--- src/verilog/vmi_params.svh ---
`ifndef VMI_PARAMS_SVH
`define VMI_PARAMS_SVH
`define VMI_AM_SUPER       6'h2D
`define VMI_AM_NONPRIV     6'h29
`define VMI_MB_OFF_STATUS  4'h8
`define VMI_NSRC           13
`define VMI_CFG_LVL_LSB    13
`define VMI_SRC_PFAIL      13
`define VMI_SRC_SFAIL      6
`define VMI_MBE_NONE       3'h0
`define VMI_MBE_GRANT      3'h1
`define VMI_MBE_CONFLICT   3'h3
`define VMI_MBE_BERR       3'h5
`define VMI_RBE_SIZE       2'h1
`define VMI_RBE_NOREG      2'h2
`define VMI_RA_MBOX0       4'h0
`define VMI_RA_MBOX1       4'h1
`define VMI_RA_MBOX2       4'h2
`define VMI_RA_MBOX3       4'h3
`define VMI_RA_MBCFG       4'h4
`define VMI_RA_IRQCFG      4'h5
`define VMI_RA_IRQSTAT     4'h6
`define VMI_RA_IRQID       4'h7
`define VMI_RA_IRQCMD      4'h8
`define VMI_RA_SYSSTAT     4'h9
`endif

--- src/verilog/vmi_pkg.sv ---
package vmi_pkg;
    typedef struct packed {
        logic       valid;
        logic       write;
        logic [3:0] index;
        logic       full_word;
        logic [31:0] wdata;
    } vmi_lreq_t;
    typedef struct packed {
        logic        valid;
        logic        write;
        logic [5:0]  am;
        logic [15:0] addr;
        logic [1:0]  lanes;
        logic [15:0] wdata;
    } vmi_vreq_t;
    typedef enum logic [1:0] {
        VMI_IDLE = 2'b00,
        VMI_WAIT = 2'b01,
        VMI_DONE = 2'b11
    } vmi_iack_state_t;
endpackage

--- src/verilog/vmi_prio_enc.sv ---
`timescale 1ns/100ps
`include "vmi_params.svh"
module vmi_prio_enc #(
    parameter int NSRC = `VMI_NSRC
) (
    input  wire logic [NSRC-1:0] req,
    output logic      [3:0]      top
);
    // Higher source number wins; none pending reads as zero.
    always_comb begin
        top = 4'h0;
        for (int i = 0; i < NSRC; i++) begin
            if (req[i]) begin
                top = 4'(i + 1);
            end
        end
    end
endmodule

--- src/verilog/vmi_interrupter.sv ---
`timescale 1ns/100ps
`include "vmi_params.svh"
module vmi_interrupter (
    input  wire logic        clk,
    input  wire logic        reset,
    input  wire logic [3:0]  raise,
    input  wire logic [3:0]  cancel,
    input  wire logic [31:0] ids,
    input  wire logic        iack_valid,
    input  wire logic [2:0]  iack_level,
    output logic      [3:0]  pending,
    output logic      [7:1]  irq_drive,
    output logic             iack_hit,
    output logic      [31:0] iack_data
);
    logic [3:0] pend_reg;
    logic [3:0] pend_next;
    logic [3:0] ack_sel;
    logic [2:0] lvl [4];
    assign lvl[0] = 3'h1;
    genvar g;
    generate
        for (g = 1; g < 4; g++) begin : gen_lvl
            assign lvl[g] = {2'(g), ids[8*g+7]};
        end
        for (g = 0; g < 4; g++) begin : gen_ack
            assign ack_sel[g] = iack_valid && pend_reg[g] && lvl[g] == iack_level;
        end
    endgenerate
    always_comb begin
        irq_drive = 7'h00;
        iack_data = 32'hFFFFFFFF;
        for (int i = 0; i < 4; i++) begin
            if (pend_reg[i]) begin
                irq_drive[lvl[i]] = 1'b1;
            end
        end
        if (ack_sel[0]) begin
            iack_data = {24'hFFFFFF, ids[7:0]};
        end
        for (int i = 1; i < 4; i++) begin
            if (ack_sel[i]) begin
                iack_data = {25'h1FFFFFF, ids[8*i +: 7]};
            end
        end
    end
    assign iack_hit  = |ack_sel;
    // Raise wins over cancel and acknowledge in the same cycle.
    assign pend_next = (pend_reg & ~cancel & ~ack_sel) | raise;
    assign pending   = pend_reg;
    always_ff @(posedge clk) begin
        if (reset) begin
            pend_reg <= 4'h0;
        end else begin
            pend_reg <= pend_next;
        end
    end
endmodule

--- src/verilog/vmi_mailbox_irq_unit.sv ---
`timescale 1ns/100ps
`include "vmi_params.svh"
module vmi_mailbox_irq_unit (
    input  wire logic               clk,
    input  wire logic               reset,
    input  wire vmi_pkg::vmi_lreq_t lreq,
    output logic             [31:0] lrdata,
    input  wire vmi_pkg::vmi_vreq_t vreq,
    output logic                    vack,
    output logic             [15:0] vrdata,
    input  wire logic               iack_req,
    input  wire logic        [4:0]  iack_laddr,
    input  wire logic               iack_done,
    input  wire logic               iack_berr,
    input  wire logic        [7:0]  iack_id,
    output logic                    iack_bus_valid,
    output logic             [3:1]  iack_bus_addr,
    output logic                    iack_ready,
    output logic             [31:0] iack_rdata,
    output logic                    local_bus_error,
    input  wire logic               remote_iack_valid,
    input  wire logic        [2:0]  remote_iack_level,
    output logic                    remote_iack_hit,
    output logic             [31:0] remote_iack_data,
    input  wire logic        [7:1]  bus_irq_n,
    output logic             [7:1]  bus_irq_drive,
    input  wire logic               power_fail_n,
    input  wire logic               sys_fail_n,
    input  wire logic               sys_controller_in,
    input  wire logic               system_available,
    input  wire logic               local_reset_in,
    input  wire logic        [2:0]  master_err_event,
    input  wire logic               slave_err_event,
    output logic                    local_irq_line_a,
    output logic                    local_irq_line_b
);
    localparam int NSRC = `VMI_NSRC;
    localparam int LVL  = `VMI_CFG_LVL_LSB;

    logic [15:0] mbox_reg [4];
    logic [17:0] mb_setup_reg;
    logic [25:0] irq_cfg_reg;
    logic [31:0] id_reg;
    logic [NSRC:1] pend_reg;
    logic [NSRC:1] pend_next;
    logic [2:0]  master_err_cause_reg;
    logic        slave_err_flag_reg;
    logic [1:0]  register_err_cause_reg;
    logic [31:0] lrdata_reg;
    logic [15:0] vrdata_reg;
    logic        vack_reg;
    logic        berr_reg;
    logic [31:0] iack_rdata_reg;
    logic        iack_ready_reg;
    logic [3:1]  iack_addr_reg;
    vmi_pkg::vmi_iack_state_t state_reg;
    vmi_pkg::vmi_iack_state_t state_next;

    wire logic [7:0]  mailbox_block_base = mb_setup_reg[15:8];
    wire logic        super_access_en    = mb_setup_reg[16];
    wire logic        nonpriv_access_en  = mb_setup_reg[17];
    wire logic [3:0]  write_irq_en       = mb_setup_reg[7:4];
    wire logic [3:0]  read_irq_en        = mb_setup_reg[3:0];
    wire logic [NSRC:1] source_enable_bits = irq_cfg_reg[NSRC-1:0];
    wire logic [NSRC:1] source_level_bits  = irq_cfg_reg[LVL+NSRC-1:LVL];

    // Remote decode.
    wire logic am_ok = (vreq.am == `VMI_AM_SUPER && super_access_en) ||
                       (vreq.am == `VMI_AM_NONPRIV && nonpriv_access_en);
    wire logic blk_hit = vreq.valid && am_ok &&
                         vreq.addr[15:8] == mailbox_block_base;
    wire logic mb_hit  = blk_hit && vreq.addr[7:3] == 5'h00;
    wire logic st_hit  = blk_hit && vreq.addr[7:0] == {4'h0, `VMI_MB_OFF_STATUS} &&
                         !vreq.write;
    wire logic [1:0] mb_idx = vreq.addr[2:1];
    wire logic [15:0] remote_status_word = {14'h0000, local_reset_in,
                                            system_available};

    // Local decode.
    wire logic lwr = lreq.valid && lreq.write;
    wire logic lmb = lreq.valid && lreq.index <= `VMI_RA_MBOX3;
    wire logic known_reg = lreq.index <= `VMI_RA_SYSSTAT;
    wire logic cmd_wr = lwr && lreq.index == `VMI_RA_IRQCMD;
    wire logic [3:0] raise_generated  = cmd_wr ? lreq.wdata[3:0] : 4'h0;
    wire logic [3:0] cancel_generated = cmd_wr ? lreq.wdata[7:4] : 4'h0;
    wire logic clear_power_fail_irq   = cmd_wr && lreq.wdata[8];
    wire logic clear_sys_fail_irq     = cmd_wr && lreq.wdata[9];
    wire logic size_err  = lwr && known_reg && !lreq.full_word;
    wire logic noreg_err = lreq.valid && !known_reg;

    // Mailbox events per mailbox.
    logic [3:0] mb_set;
    logic [3:0] mb_clr;
    genvar g;
    generate
        for (g = 0; g < 4; g++) begin : gen_mb
            assign mb_set[g] = mb_hit && mb_idx == 2'(g) &&
                               (vreq.write ? write_irq_en[g] : read_irq_en[g]);
            assign mb_clr[g] = lmb && lreq.index[1:0] == 2'(g);
        end
    endgenerate

    // Source events by number.
    wire logic [NSRC:1] src_set = {!power_fail_n, mb_set[3:2], ~bus_irq_n[7:4],
                                   !sys_fail_n, mb_set[1:0], ~bus_irq_n[3:1]};
    wire logic [NSRC:1] src_clr = {clear_power_fail_irq, mb_clr[3:2], 4'h0,
                                   clear_sys_fail_irq, mb_clr[1:0], 3'h0};
    // Bus IRQ pending follows the line; sticky sources set over clear.
    wire logic [NSRC:1] irq_mask = {1'b0, 2'b00, 4'hF, 1'b0, 2'b00, 3'h7};
    assign pend_next = ((pend_reg & ~src_clr & ~irq_mask) | src_set) &
                       source_enable_bits;

    wire logic [NSRC:1] live_a = pend_reg & source_enable_bits & ~source_level_bits;
    wire logic [NSRC:1] live_b = pend_reg & source_enable_bits & source_level_bits;
    assign local_irq_line_a = |live_a;
    assign local_irq_line_b = |live_b;

    logic [3:0] top_pending_first;
    logic [3:0] top_pending_second;
    logic [3:0] pending_generated;
    vmi_prio_enc #(.NSRC(NSRC)) u_prio_a (
        .req (live_a),
        .top (top_pending_first)
    );
    vmi_prio_enc #(.NSRC(NSRC)) u_prio_b (
        .req (live_b),
        .top (top_pending_second)
    );
    vmi_interrupter u_gen (
        .clk        (clk),
        .reset      (reset),
        .raise      (raise_generated),
        .cancel     (cancel_generated),
        .ids        (id_reg),
        .iack_valid (remote_iack_valid),
        .iack_level (remote_iack_level),
        .pending    (pending_generated),
        .irq_drive  (bus_irq_drive),
        .iack_hit   (remote_iack_hit),
        .iack_data  (remote_iack_data)
    );

    wire logic [24:0] irq_pending_view = {pending_generated, top_pending_second,
                                          top_pending_first, pend_reg};
    wire logic [16:0] sys_view = {register_err_cause_reg, slave_err_flag_reg,
                                  master_err_cause_reg, sys_controller_in, 1'b0,
                                  !power_fail_n, !sys_fail_n, ~bus_irq_n};

    logic [31:0] lread;
    always_comb begin
        lread = 32'h00000000;
        case (lreq.index)
            `VMI_RA_MBOX0:   lread = {16'h0000, mbox_reg[0]};
            `VMI_RA_MBOX1:   lread = {16'h0000, mbox_reg[1]};
            `VMI_RA_MBOX2:   lread = {16'h0000, mbox_reg[2]};
            `VMI_RA_MBOX3:   lread = {16'h0000, mbox_reg[3]};
            `VMI_RA_MBCFG:   lread = {14'h0000, mb_setup_reg};
            `VMI_RA_IRQCFG:  lread = {6'h00, irq_cfg_reg};
            `VMI_RA_IRQSTAT: lread = {7'h00, irq_pending_view};
            `VMI_RA_IRQID:   lread = id_reg;
            `VMI_RA_SYSSTAT: lread = {15'h0000, sys_view};
            default:         lread = 32'h00000000;
        endcase
    end

    // Error cause latching: new events win over a software write.
    logic [2:0] mbe_next;
    logic       sbe_next;
    logic [1:0] rbe_next;
    wire logic sys_wr = lwr && lreq.index == `VMI_RA_SYSSTAT && lreq.full_word;
    always_comb begin
        mbe_next = sys_wr ? lreq.wdata[13:11] : master_err_cause_reg;
        sbe_next = sys_wr ? lreq.wdata[14] : slave_err_flag_reg;
        rbe_next = sys_wr ? lreq.wdata[16:15] : register_err_cause_reg;
        if (master_err_event != `VMI_MBE_NONE) begin
            mbe_next = master_err_event;
        end
        if (state_reg == vmi_pkg::VMI_WAIT && iack_done && iack_berr) begin
            mbe_next = `VMI_MBE_BERR;
        end
        if (slave_err_event) begin
            sbe_next = 1'b1;
        end
        if (size_err) begin
            rbe_next = rbe_next | `VMI_RBE_SIZE;
        end
        if (noreg_err) begin
            rbe_next = rbe_next | `VMI_RBE_NOREG;
        end
    end

    // Local acknowledge sequencer toward the bus master.
    always_comb begin
        state_next = state_reg;
        case (state_reg)
            vmi_pkg::VMI_IDLE: if (iack_req) state_next = vmi_pkg::VMI_WAIT;
            vmi_pkg::VMI_WAIT: if (iack_done) state_next = vmi_pkg::VMI_DONE;
            vmi_pkg::VMI_DONE: state_next = vmi_pkg::VMI_IDLE;
            default:           state_next = vmi_pkg::VMI_IDLE;
        endcase
    end
    assign iack_bus_valid  = state_reg == vmi_pkg::VMI_WAIT;
    assign iack_bus_addr   = iack_addr_reg;
    assign iack_ready      = iack_ready_reg;
    assign iack_rdata      = iack_rdata_reg;
    assign local_bus_error = berr_reg;
    assign lrdata = lrdata_reg;
    assign vrdata = vrdata_reg;
    assign vack   = vack_reg;

    wire logic vwr_mb = mb_hit && vreq.write;
    wire logic lwr_mb = lwr && lmb;

    always_ff @(posedge clk) begin
        if (reset) begin
            for (int i = 0; i < 4; i++) begin
                mbox_reg[i] <= 16'h0000;
            end
        end else begin
            for (int i = 0; i < 4; i++) begin
                if (vwr_mb && mb_idx == 2'(i)) begin
                    if (vreq.lanes[1]) mbox_reg[i][15:8] <= vreq.wdata[15:8];
                    if (vreq.lanes[0]) mbox_reg[i][7:0] <= vreq.wdata[7:0];
                end else if (lwr_mb && lreq.index[1:0] == 2'(i)) begin
                    mbox_reg[i] <= lreq.wdata[15:0];
                end
            end
        end
    end

    always_ff @(posedge clk) begin
        if (reset) begin
            mb_setup_reg <= 18'h00000;
            irq_cfg_reg  <= 26'h0000000;
            id_reg       <= 32'h00000000;
            pend_reg     <= '0;
        end else begin
            if (lwr && lreq.index == `VMI_RA_MBCFG) mb_setup_reg <= lreq.wdata[17:0];
            if (lwr && lreq.index == `VMI_RA_IRQCFG) irq_cfg_reg <= lreq.wdata[25:0];
            if (lwr && lreq.index == `VMI_RA_IRQID) id_reg <= lreq.wdata;
            pend_reg <= pend_next;
        end
    end

    always_ff @(posedge clk) begin
        if (reset) begin
            master_err_cause_reg   <= `VMI_MBE_NONE;
            slave_err_flag_reg     <= 1'b0;
            register_err_cause_reg <= 2'h0;
            lrdata_reg <= 32'h00000000;
            vrdata_reg <= 16'h0000;
            vack_reg   <= 1'b0;
        end else begin
            master_err_cause_reg   <= mbe_next;
            slave_err_flag_reg     <= sbe_next;
            register_err_cause_reg <= rbe_next;
            lrdata_reg <= lread;
            vack_reg   <= mb_hit || st_hit;
            vrdata_reg <= st_hit ? remote_status_word : mbox_reg[mb_idx];
        end
    end

    always_ff @(posedge clk) begin
        if (reset) begin
            state_reg      <= vmi_pkg::VMI_IDLE;
            iack_addr_reg  <= 3'h0;
            iack_rdata_reg <= 32'h00000000;
            iack_ready_reg <= 1'b0;
            berr_reg       <= 1'b0;
        end else begin
            state_reg      <= state_next;
            iack_ready_reg <= state_reg == vmi_pkg::VMI_WAIT && iack_done;
            berr_reg       <= state_reg == vmi_pkg::VMI_WAIT && iack_done && iack_berr;
            if (state_reg == vmi_pkg::VMI_IDLE && iack_req) begin
                iack_addr_reg <= iack_laddr[4:2];
            end
            if (state_reg == vmi_pkg::VMI_WAIT && iack_done) begin
                iack_rdata_reg <= {24'hFFFFFF, iack_id};
            end
        end
    end
endmodule

--- config.mk ---
export PLATFORM = sky130hd
export DESIGN_NAME = vmi_mailbox_irq_unit
export DESIGN_NICKNAME = d
export VERILOG_FILES = /design/src/verilog/vmi_pkg.sv /design/src/verilog/vmi_prio_enc.sv /design/src/verilog/vmi_interrupter.sv /design/src/verilog/vmi_mailbox_irq_unit.sv
export VERILOG_INCLUDE_DIRS = /design/src /design/src/verilog
export SDC_FILE = /design/constraint.sdc
export NUM_CORES = 1
export LEC_CHECK = 0
export ABC_AREA = 1
export BUFFER_PORTS_ARGS = -buffer_cell sky130_fd_sc_hd__buf_2
export CAP_MARGIN = 30
export CORE_MARGIN = 3
export CORE_UTILIZATION = 40
export CTS_CLUSTER_SIZE = 40
export DETAILED_ROUTE_END_ITERATION = 8
export SLEW_MARGIN = 0
export SYNTH_ARGS = -nofsm -noshare
export SYNTH_HDL_FRONTEND = slang
export SYNTH_SLANG_ARGS = --single-unit
--- constraint.sdc ---
create_clock -name clk -period 3.5 [get_ports clk]
set_input_delay 0.35 -clock clk [delete_from_list [all_inputs] [get_ports clk]]
set_output_delay 0.35 -clock clk [all_outputs]
set_load 0.1 [all_outputs]
==> results.yml, run 1 <==
logic_synthesis:
  post_synth_num_cell_types: 51
  ys_warn_count: 0
  syn-mean-instance-area_sq_um: 7.74
  syn-instance-count: 1461
  seq_area_frac_synth: 0.460
  synth_enable_flop_cells: 64
  synth_async_sr_flop_share: 0
  synth_top_flop_cell: "sky130_fd_sc_hd__dfxtp_1"
  top_cell_types_by_occurrence_after_synthesis: "264 x sky130_fd_sc_hd__nand2_1, 164 x sky130_fd_sc_hd__dfxtp_1, 153 x sky130_fd_sc_hd__nand3_1"
  synthDominantAreaCellType: "sky130_fd_sc_hd__dfxtp_1"
  synth_top_cells_by_area: "sky130_fd_sc_hd__dfxtp_1 29%, sky130_fd_sc_hd__edfxtp_1 17%, sky130_fd_sc_hd__nand2_1 8.8%"
  post_syn_area_sq_um: 11300
  yosysMostFrequentCell: "sky130_fd_sc_hd__nand2_1"
  yosys.area.top_type_share: 0.290
  synth_seq_cells: 228
sta:
  tightest_slew_ps: 1080
  finalWorstSetupSlack_ps: 518
  min_period_ps: 2980
  period_share: 0.852
  fmax_achieved_ghz: 0.335
  finClkSkew_ps: 14.8
  finalHoldViolations: 0
  setup_tns_ps: 0
  grt_setup_unrepaired: "false"
  max_slew_vio_count: 0
  relative_slew_slack: 0.280
  finalSetupViolations: 0
run:
  max_cap_viols: 0
route:
  routed.top_layer: "met5"
  average_wire_per_cell_in_the_routed_design_um: 19.4
  vias: 11100
  detail_route.drc_violations: 0
  routed_wl_mm: 39.1
  drt.antenna.violating_nets: 0
  met2_length_mm: 17.5
  wl_met3_mm: 3.02
  post_drt_via_cell_ratio: 5.49
  firstDrtPassIters: 6
  drt-met1-wl_mm: 17.2
  drt_first_iter_violations: 940
global_routing:
  grt.total_usage: 0.244
  grt_antenna_before_repair: 3
  first_global_vias: 10200
  grt_max_degree: 85
  grt_pass1_wl_mm: 58.8
  grt_overflow_total: 0
worst_setup_path:
  path_common_cell: "sky130_fd_sc_hd__inv_1"
  crit_chain: "inv_1 -> o211ai_1 -> a211oi_1 -> inv_1 -> o21ai_0 -> o21ai_0 -> inv_1 -> o22ai_1 -> buf_2"
  endpoint_kind: "output port"
  critical_path.reg2reg.startpoint: "mb_setup_reg[10]$_SDFFE_PP0P_"
  worst-path-max-fanout: 16
  reg2reg_slack_ps: 780
  worst_r2r_endpoint: "mbox_reg[0][11]$_SDFFCE_PN0P_"
  critical_path.n_buffers_inverters: 4
  reg2regPathDepth: 10
  critical_path.startpoint_type: "register"
  critical_path.slowest_cell: "sky130_fd_sc_hd__buf_2"
  worst_endpoint_data_arrival_time_ps: 2630
  critPathRequiredTime_ps: 3150
  criticalPathCategory: "register to output port"
  top_cell_family_by_delay_on_the_critical_path: "buffers and inverters"
  cpPeakStageDelay_ps: 480
min_path:
  hold_start: "bus_irq_n[1]"
  hold-path-cell-count: 2
  timing.hold.worst_endpoint: "pend_reg[1]$_SDFF_PP0_"
  class_of_the_worst_hold_path: "primary input to register"
die:
  placementRows: 60
  floorplan.io_pins: 248
  fp.coreArea_sq_um: 27400
  floorplan.initialDensity: 0.413
  floorplan.die_area_sq_um: 30300
  die_w_um: 174
  floorplan.die.height_um: 174
clocking:
  worstSkewPairLatency_ps: 540
  cts_tree: "done"
  number_of_levels_in_the_clock_h_tree: 1
  post_cts_resize_count: 0
  bufs_on_longest_clock_path: 3
  post-cts-setup-buffers: 0
  clock_sinks: 228
  cts_root_buf: "sky130_fd_sc_hd__clkbuf_16"
  clk_pin_slew_worst_paths_ps: 60
  cts_buffers: 26
place:
  place.gp.congestion: 0.912
  hpwlAfterDp_mm: 29.5
  port_buffers: 221
  dp_worst_setup_slack_ps: 624
pwr:
  p_leak_nw: 5.68
  p_total_mw: 6.56
  power_density_nw_per_um2: 492
  vdd.ir_drop.worst_v: 0.000315
finish:
  fillerInstances: 2791
  layout.nets: 1744
  fin_util: 0.487
  multiInputGateArea_sq_um: 4910
  largest_register_ff_count: 64
  area.sequential_sq_um: 5200
  post_route_cells_drive_above_1_share: 0.200
  area_growth_pct: 18.0
status:
  outcome: "completed"
[cell usage in the layout (no fill, tap or decap), types with 4 or more instances in the layout]
master                      count
sky130_fd_sc_hd__buf_2        221
sky130_fd_sc_hd__a22oi_1       15
sky130_fd_sc_hd__nor2_2         8
sky130_fd_sc_hd__inv_2          6
sky130_fd_sc_hd__a21oi_1      104
sky130_fd_sc_hd__nand3_2       10
sky130_fd_sc_hd__clkbuf_16     26
sky130_fd_sc_hd__o22ai_1       31
sky130_fd_sc_hd__conb_1        24
sky130_fd_sc_hd__clkinv_2       5
sky130_fd_sc_hd__nand2_1      263
sky130_fd_sc_hd__nand2_2        4
sky130_fd_sc_hd__o2111ai_1      5
sky130_fd_sc_hd__clkbuf_8       4
sky130_fd_sc_hd__o211ai_1       9
sky130_fd_sc_hd__clkbuf_1       6
sky130_fd_sc_hd__a31oi_1       27
sky130_fd_sc_hd__o21ai_0       99
sky130_fd_sc_hd__nand3_1      153
sky130_fd_sc_hd__dfxtp_1      164
sky130_fd_sc_hd__xnor2_1        4
sky130_fd_sc_hd__a2111oi_0      8
sky130_fd_sc_hd__nor2_1        75
sky130_fd_sc_hd__buf_4         30
sky130_fd_sc_hd__clkinv_1       8
sky130_fd_sc_hd__a211oi_1       6
sky130_fd_sc_hd__nor3_1        27
sky130_fd_sc_hd__edfxtp_1      64
sky130_fd_sc_hd__a221oi_1       9
sky130_fd_sc_hd__inv_1        135
sky130_fd_sc_hd__nand4_1       59
[metrics by stage]
| step | area (sq um) | cells | hold WS (ps) |
|---|---|---|---|
| 2_1_floorplan | 11400 | 1484 | 425 |
| 3_3_place_gp | 12400 | 1965 | 437 |
| 3_5_place_dp | 12500 | 1968 | 440 |
| 4_1_cts | 13300 | 2017 | 10.1 |
| 5_1_grt | 13300 | 2018 | 19.8 |
| 6_report | 13300 | 2018 | 22.2 |
[what timing repair did]
item	4_1_cts	5_1_grt
hold buffers	1	0
endpoints found under the hold margin	1	0
endpoints found under the setup margin	0	0
[logic make-up (layout without fill, tap and decap cells)]
logic type      count (synthesis)  in the layout  share of synthesized area
flops                         228            228                      0.460
buf+inv                       286            447                      0.115
compound gates                329            329                      0.170
mux                             1              1                   0.000995
other cells                     1             25                   0.000332
simple gates                  612            612                      0.250
xor+xnor                        4              4                    0.00310
[where the power goes]
part           switching (mW)  total (mW)  internal [mW]
Sequential             0.0586        2.86           2.80
Clock                    1.12        2.72           1.60
Combinational           0.824       0.988          0.164
Total                    2.00        6.56           4.57
[worst max path at each step]
stage                             from  cells past startpoint  slack, ps                            end
2_1_floorplan  id_reg[15]$_SDFFE_PP0P_                      9        510            remote_iack_data[6]
3_3_place_gp                  lreq[36]                      6        540  mbox_reg[1][12]$_SDFFCE_PN0P_
3_5_place_dp                  lreq[36]                      6        620  mbox_reg[0][11]$_SDFFCE_PN0P_
4_1_cts        id_reg[15]$_SDFFE_PP0P_                      9        510            remote_iack_data[0]
5_1_grt        id_reg[15]$_SDFFE_PP0P_                      9        300            remote_iack_data[0]
6_report       id_reg[15]$_SDFFE_PP0P_                      9        520            remote_iack_data[0]
[layout make-up]
class,count,share of cell area
Sequential cell,228,0.390
Clock buffer,36,0.0546
Inverter,146,0.0411
Timing Repair Buffer,253,0.103
Tap cell,372,0.0349
Multi-Input combinational cell,970,0.368
Clock inverter,12,0.00900
Antenna cell,1,0.000187
[worst reg2reg max path: cells and delay by family, from the launching register on]
| kind | cells | cell delay (ps) |
|---|---|---|
| simple gates | 7 | 1380 |
| buf+inv | 2 | 410 |
| flops | 1 | 420 |
| xor+xnor | 1 | 150 |
[routing by layer]
metal  vias to the layer above  track usage
met1                      5184        0.340
met4                         4       0.0784
li1                       5317            -
met3                        76       0.0371
met2                       504        0.391
met5                         -            0
No activity file was read; power rests on OpenSTA's default activity.
==> run 2: changes to the inputs <==
--- a/config.mk
+++ b/config.mk
@@ -9,7 +9,6 @@
 export ABC_AREA = 1
 export BUFFER_PORTS_ARGS = -buffer_cell sky130_fd_sc_hd__buf_2
 export CAP_MARGIN = 30
-export CORE_MARGIN = 3
 export CORE_UTILIZATION = 40
 export CTS_CLUSTER_SIZE = 40
 export DETAILED_ROUTE_END_ITERATION = 8
==> constraint.sdc (replaced) <==
create_clock -name clk -period 3.4 [get_ports clk]
set_input_delay 0.34 -clock clk [delete_from_list [all_inputs] [get_ports clk]]
set_output_delay 0.34 -clock clk [all_outputs]
set_load 0.1 [all_outputs]
==> run 2 against run 1 <==
The flow now finishes with violations (negative hold slack). Utilization shrank 0.76 points. Die area shrank 4.5%. Hold slack lost 25 ps. Sequential power grew 3%. Count of clock-buffer cells in the layout grew 7. Via count shrank 1.2%. Worst setup slack lost 110 ps. Critical path depth is the same. Flip-flop and latch count is the same. Routed wire length shrank 3.7%. Cell area shrank 0.20%. Critical endpoint unchanged. Largest power group unchanged. Highest routed layer is now met4.
==> results.yml, run 2 (same netlist as run 1, synthesis figures left out) <==
sta:
  finalWorstSetupSlack_ps: 406
  grt_setup_unrepaired: "false"
  finClkSkew_ps: 13.3
  finalHoldWorstSlack_ps: -2.78
  tightest_slew_ps: 1000
  finalSetupViolations: 0
  max_slew_vio_count: 0
  fmax_achieved_ghz: 0.334
  finalHoldViolations: 1
  setup_tns_ps: 0
  min_period_ps: 2990
  period_share: 0.881
  relative_slew_slack: 0.330
die:
  fp.coreArea_sq_um: 27800
  placementRows: 61
  floorplan.die.height_um: 170
  floorplan.die_area_sq_um: 29000
  floorplan.io_pins: 248
  die_w_um: 170
  floorplan.initialDensity: 0.407
status:
  outcome: "complete, but fails checks"
  failing_checks: "negative hold slack"
clocking:
  cts_root_buf: "sky130_fd_sc_hd__clkbuf_16"
  clock_sinks: 228
  number_of_levels_in_the_clock_h_tree: 1
  post_cts_resize_count: 0
  bufs_on_longest_clock_path: 3
  clk_pin_slew_worst_paths_ps: 60
  worstSkewPairLatency_ps: 530
  cts_tree: "done"
  cts_buffers: 26
worst_setup_path:
  path_depth: 9
  critical_path.startpoint_type: "register"
  criticalPathCategory: "register to output port"
  crit_chain: "inv_1 -> o211ai_1 -> a211oi_1 -> inv_1 -> o21ai_0 -> o21ai_0 -> inv_1 -> o22ai_1 -> buf_2"
  cpPeakStageDelay_ps: 480
  worst-path-max-fanout: 16
  top_cell_family_by_delay_on_the_critical_path: "buffers and inverters"
  critical_path.slowest_cell: "sky130_fd_sc_hd__buf_2"
  critPathRequiredTime_ps: 3060
  path_common_cell: "sky130_fd_sc_hd__inv_1"
  endpoint_kind: "output port"
  critical_path.n_buffers_inverters: 4
  reg2regPathDepth: 11
  worst_endpoint_data_arrival_time_ps: 2650
finish:
  post_route_cells_drive_above_1_share: 0.197
  antenna_cells: 0
  final-instance-count-excl-fill: 2018
  largest_register_ff_count: 64
  most_common_cell_after_layout_fill_and_taps_aside: "sky130_fd_sc_hd__nand2_1"
  area_growth_pct: 17.8
  layout_common_cells: "264 x sky130_fd_sc_hd__nand2_1, 221 x sky130_fd_sc_hd__buf_2, 164 x sky130_fd_sc_hd__dfxtp_1"
  layout.nets: 1740
  postLayoutCellArea_sq_um: 13300
place:
  postPlaceCellArea_sq_um: 12500
  numPlacedInstances: 1970
  dp_worst_setup_slack_ps: 464
  port_buffers: 221
  hpwlAfterDp_mm: 28.2
  place.gp.congestion: 0.928
min_path:
  hold-path-cell-count: 2
  class_of_the_worst_hold_path: "primary input to register"
global_routing:
  first_global_vias: 9890
  grt_antenna_before_repair: 0
  grt.total_usage: 0.256
  grt_max_degree: 76
  grt_pass1_wl_mm: 56.9
  grt_overflow_total: 0
route:
  detail_route.drc_violations: 0
  vias: 11000
  firstDrtPassIters: 5
  average_wire_per_cell_in_the_routed_design_um: 18.6
  post_drt_via_cell_ratio: 5.43
  drt_first_iter_violations: 954
  routed_wl_mm: 37.6
  drt.antenna.violating_nets: 0
pwr:
  p_leak_nw: 5.67
  vdd.ir_drop.worst_v: 0.000277
  power_density_nw_per_um2: 507
run:
  max_cap_viols: 0
run 2: cell count changes in the layout (fill, tap and decap cells not counted), moves of 2 or more:
| cell | previous run | this run |
|---|---|---|
| sky130_fd_sc_hd__clkinv_1 | 8 | 5 |
| sky130_fd_sc_hd__clkbuf_1 | 6 | 9 |
| sky130_fd_sc_hd__clkbuf_16 | 26 | 28 |
| sky130_fd_sc_hd__buf_4 | 30 | 26 |
| sky130_fd_sc_hd__clkinv_2 | 5 | 2 |
run 2: power breakdown:
group,total [mW],leakage [nW],internal [mW],switching (mW)
sequential,2.94,1.94,2.88,0.0586
combinational,1.01,3.31,0.168,0.842
clock,2.80,0.423,1.69,1.10
total,6.75,5.67,4.74,2.00
run 2: worst paths after layout:
kind                                 start                           end  slack [ps]
max reg2reg  mb_setup_reg[12]$_SDFFE_PP0P_  mbox_reg[1][1]$_SDFFCE_PN0P_         540
max                id_reg[15]$_SDFFE_PP0P_           remote_iack_data[0]         410
min                           bus_irq_n[3]        pend_reg[3]$_SDFF_PP0_          -3
min reg2reg      state_reg[1]$_SDFFE_PP0P_     state_reg[0]$_SDFFE_PP0P_         450
run 2: layout make-up:
class                   instances  area, sq um
inverters                     146          548
fillers                      2842        14500
well taps                     378          473
flip-flops and latches        228         5200
clock inverters                 4         46.3
clock buffers                  43          811
repair buffers                249         1330
multi-input cells             970         4910
run 2: per-layer routing:
layer  GRT usage  up-vias  part of all wire
li1            -     5313                 -
met1       0.353     5057              0.43
met2       0.412      521              0.45
met3      0.0367       62             0.092
met4      0.0826        0             0.030
met5           0        -                 0
run 2: metrics by stage:
stage / hold slack (ps) / utilization / power, mW
final: -2.78 / 0.480 / 6.75
after global routing: 0.0960 / 0.480 / 6.96
after CTS: 0.566 / 0.479 / 6.79
after detailed placement: 440 / 0.448 / 4.00
after global placement: 443 / 0.448 / 4.00
after floorplan: 419 / - / 3.77
run 2: repair_timing:
| item | CTS | global route |
|---|---|---|
| hold buffers | 0 | 1 |
| buffers inserted | 0 | 0 |
| hold endpoints to repair | 0 | 1 |
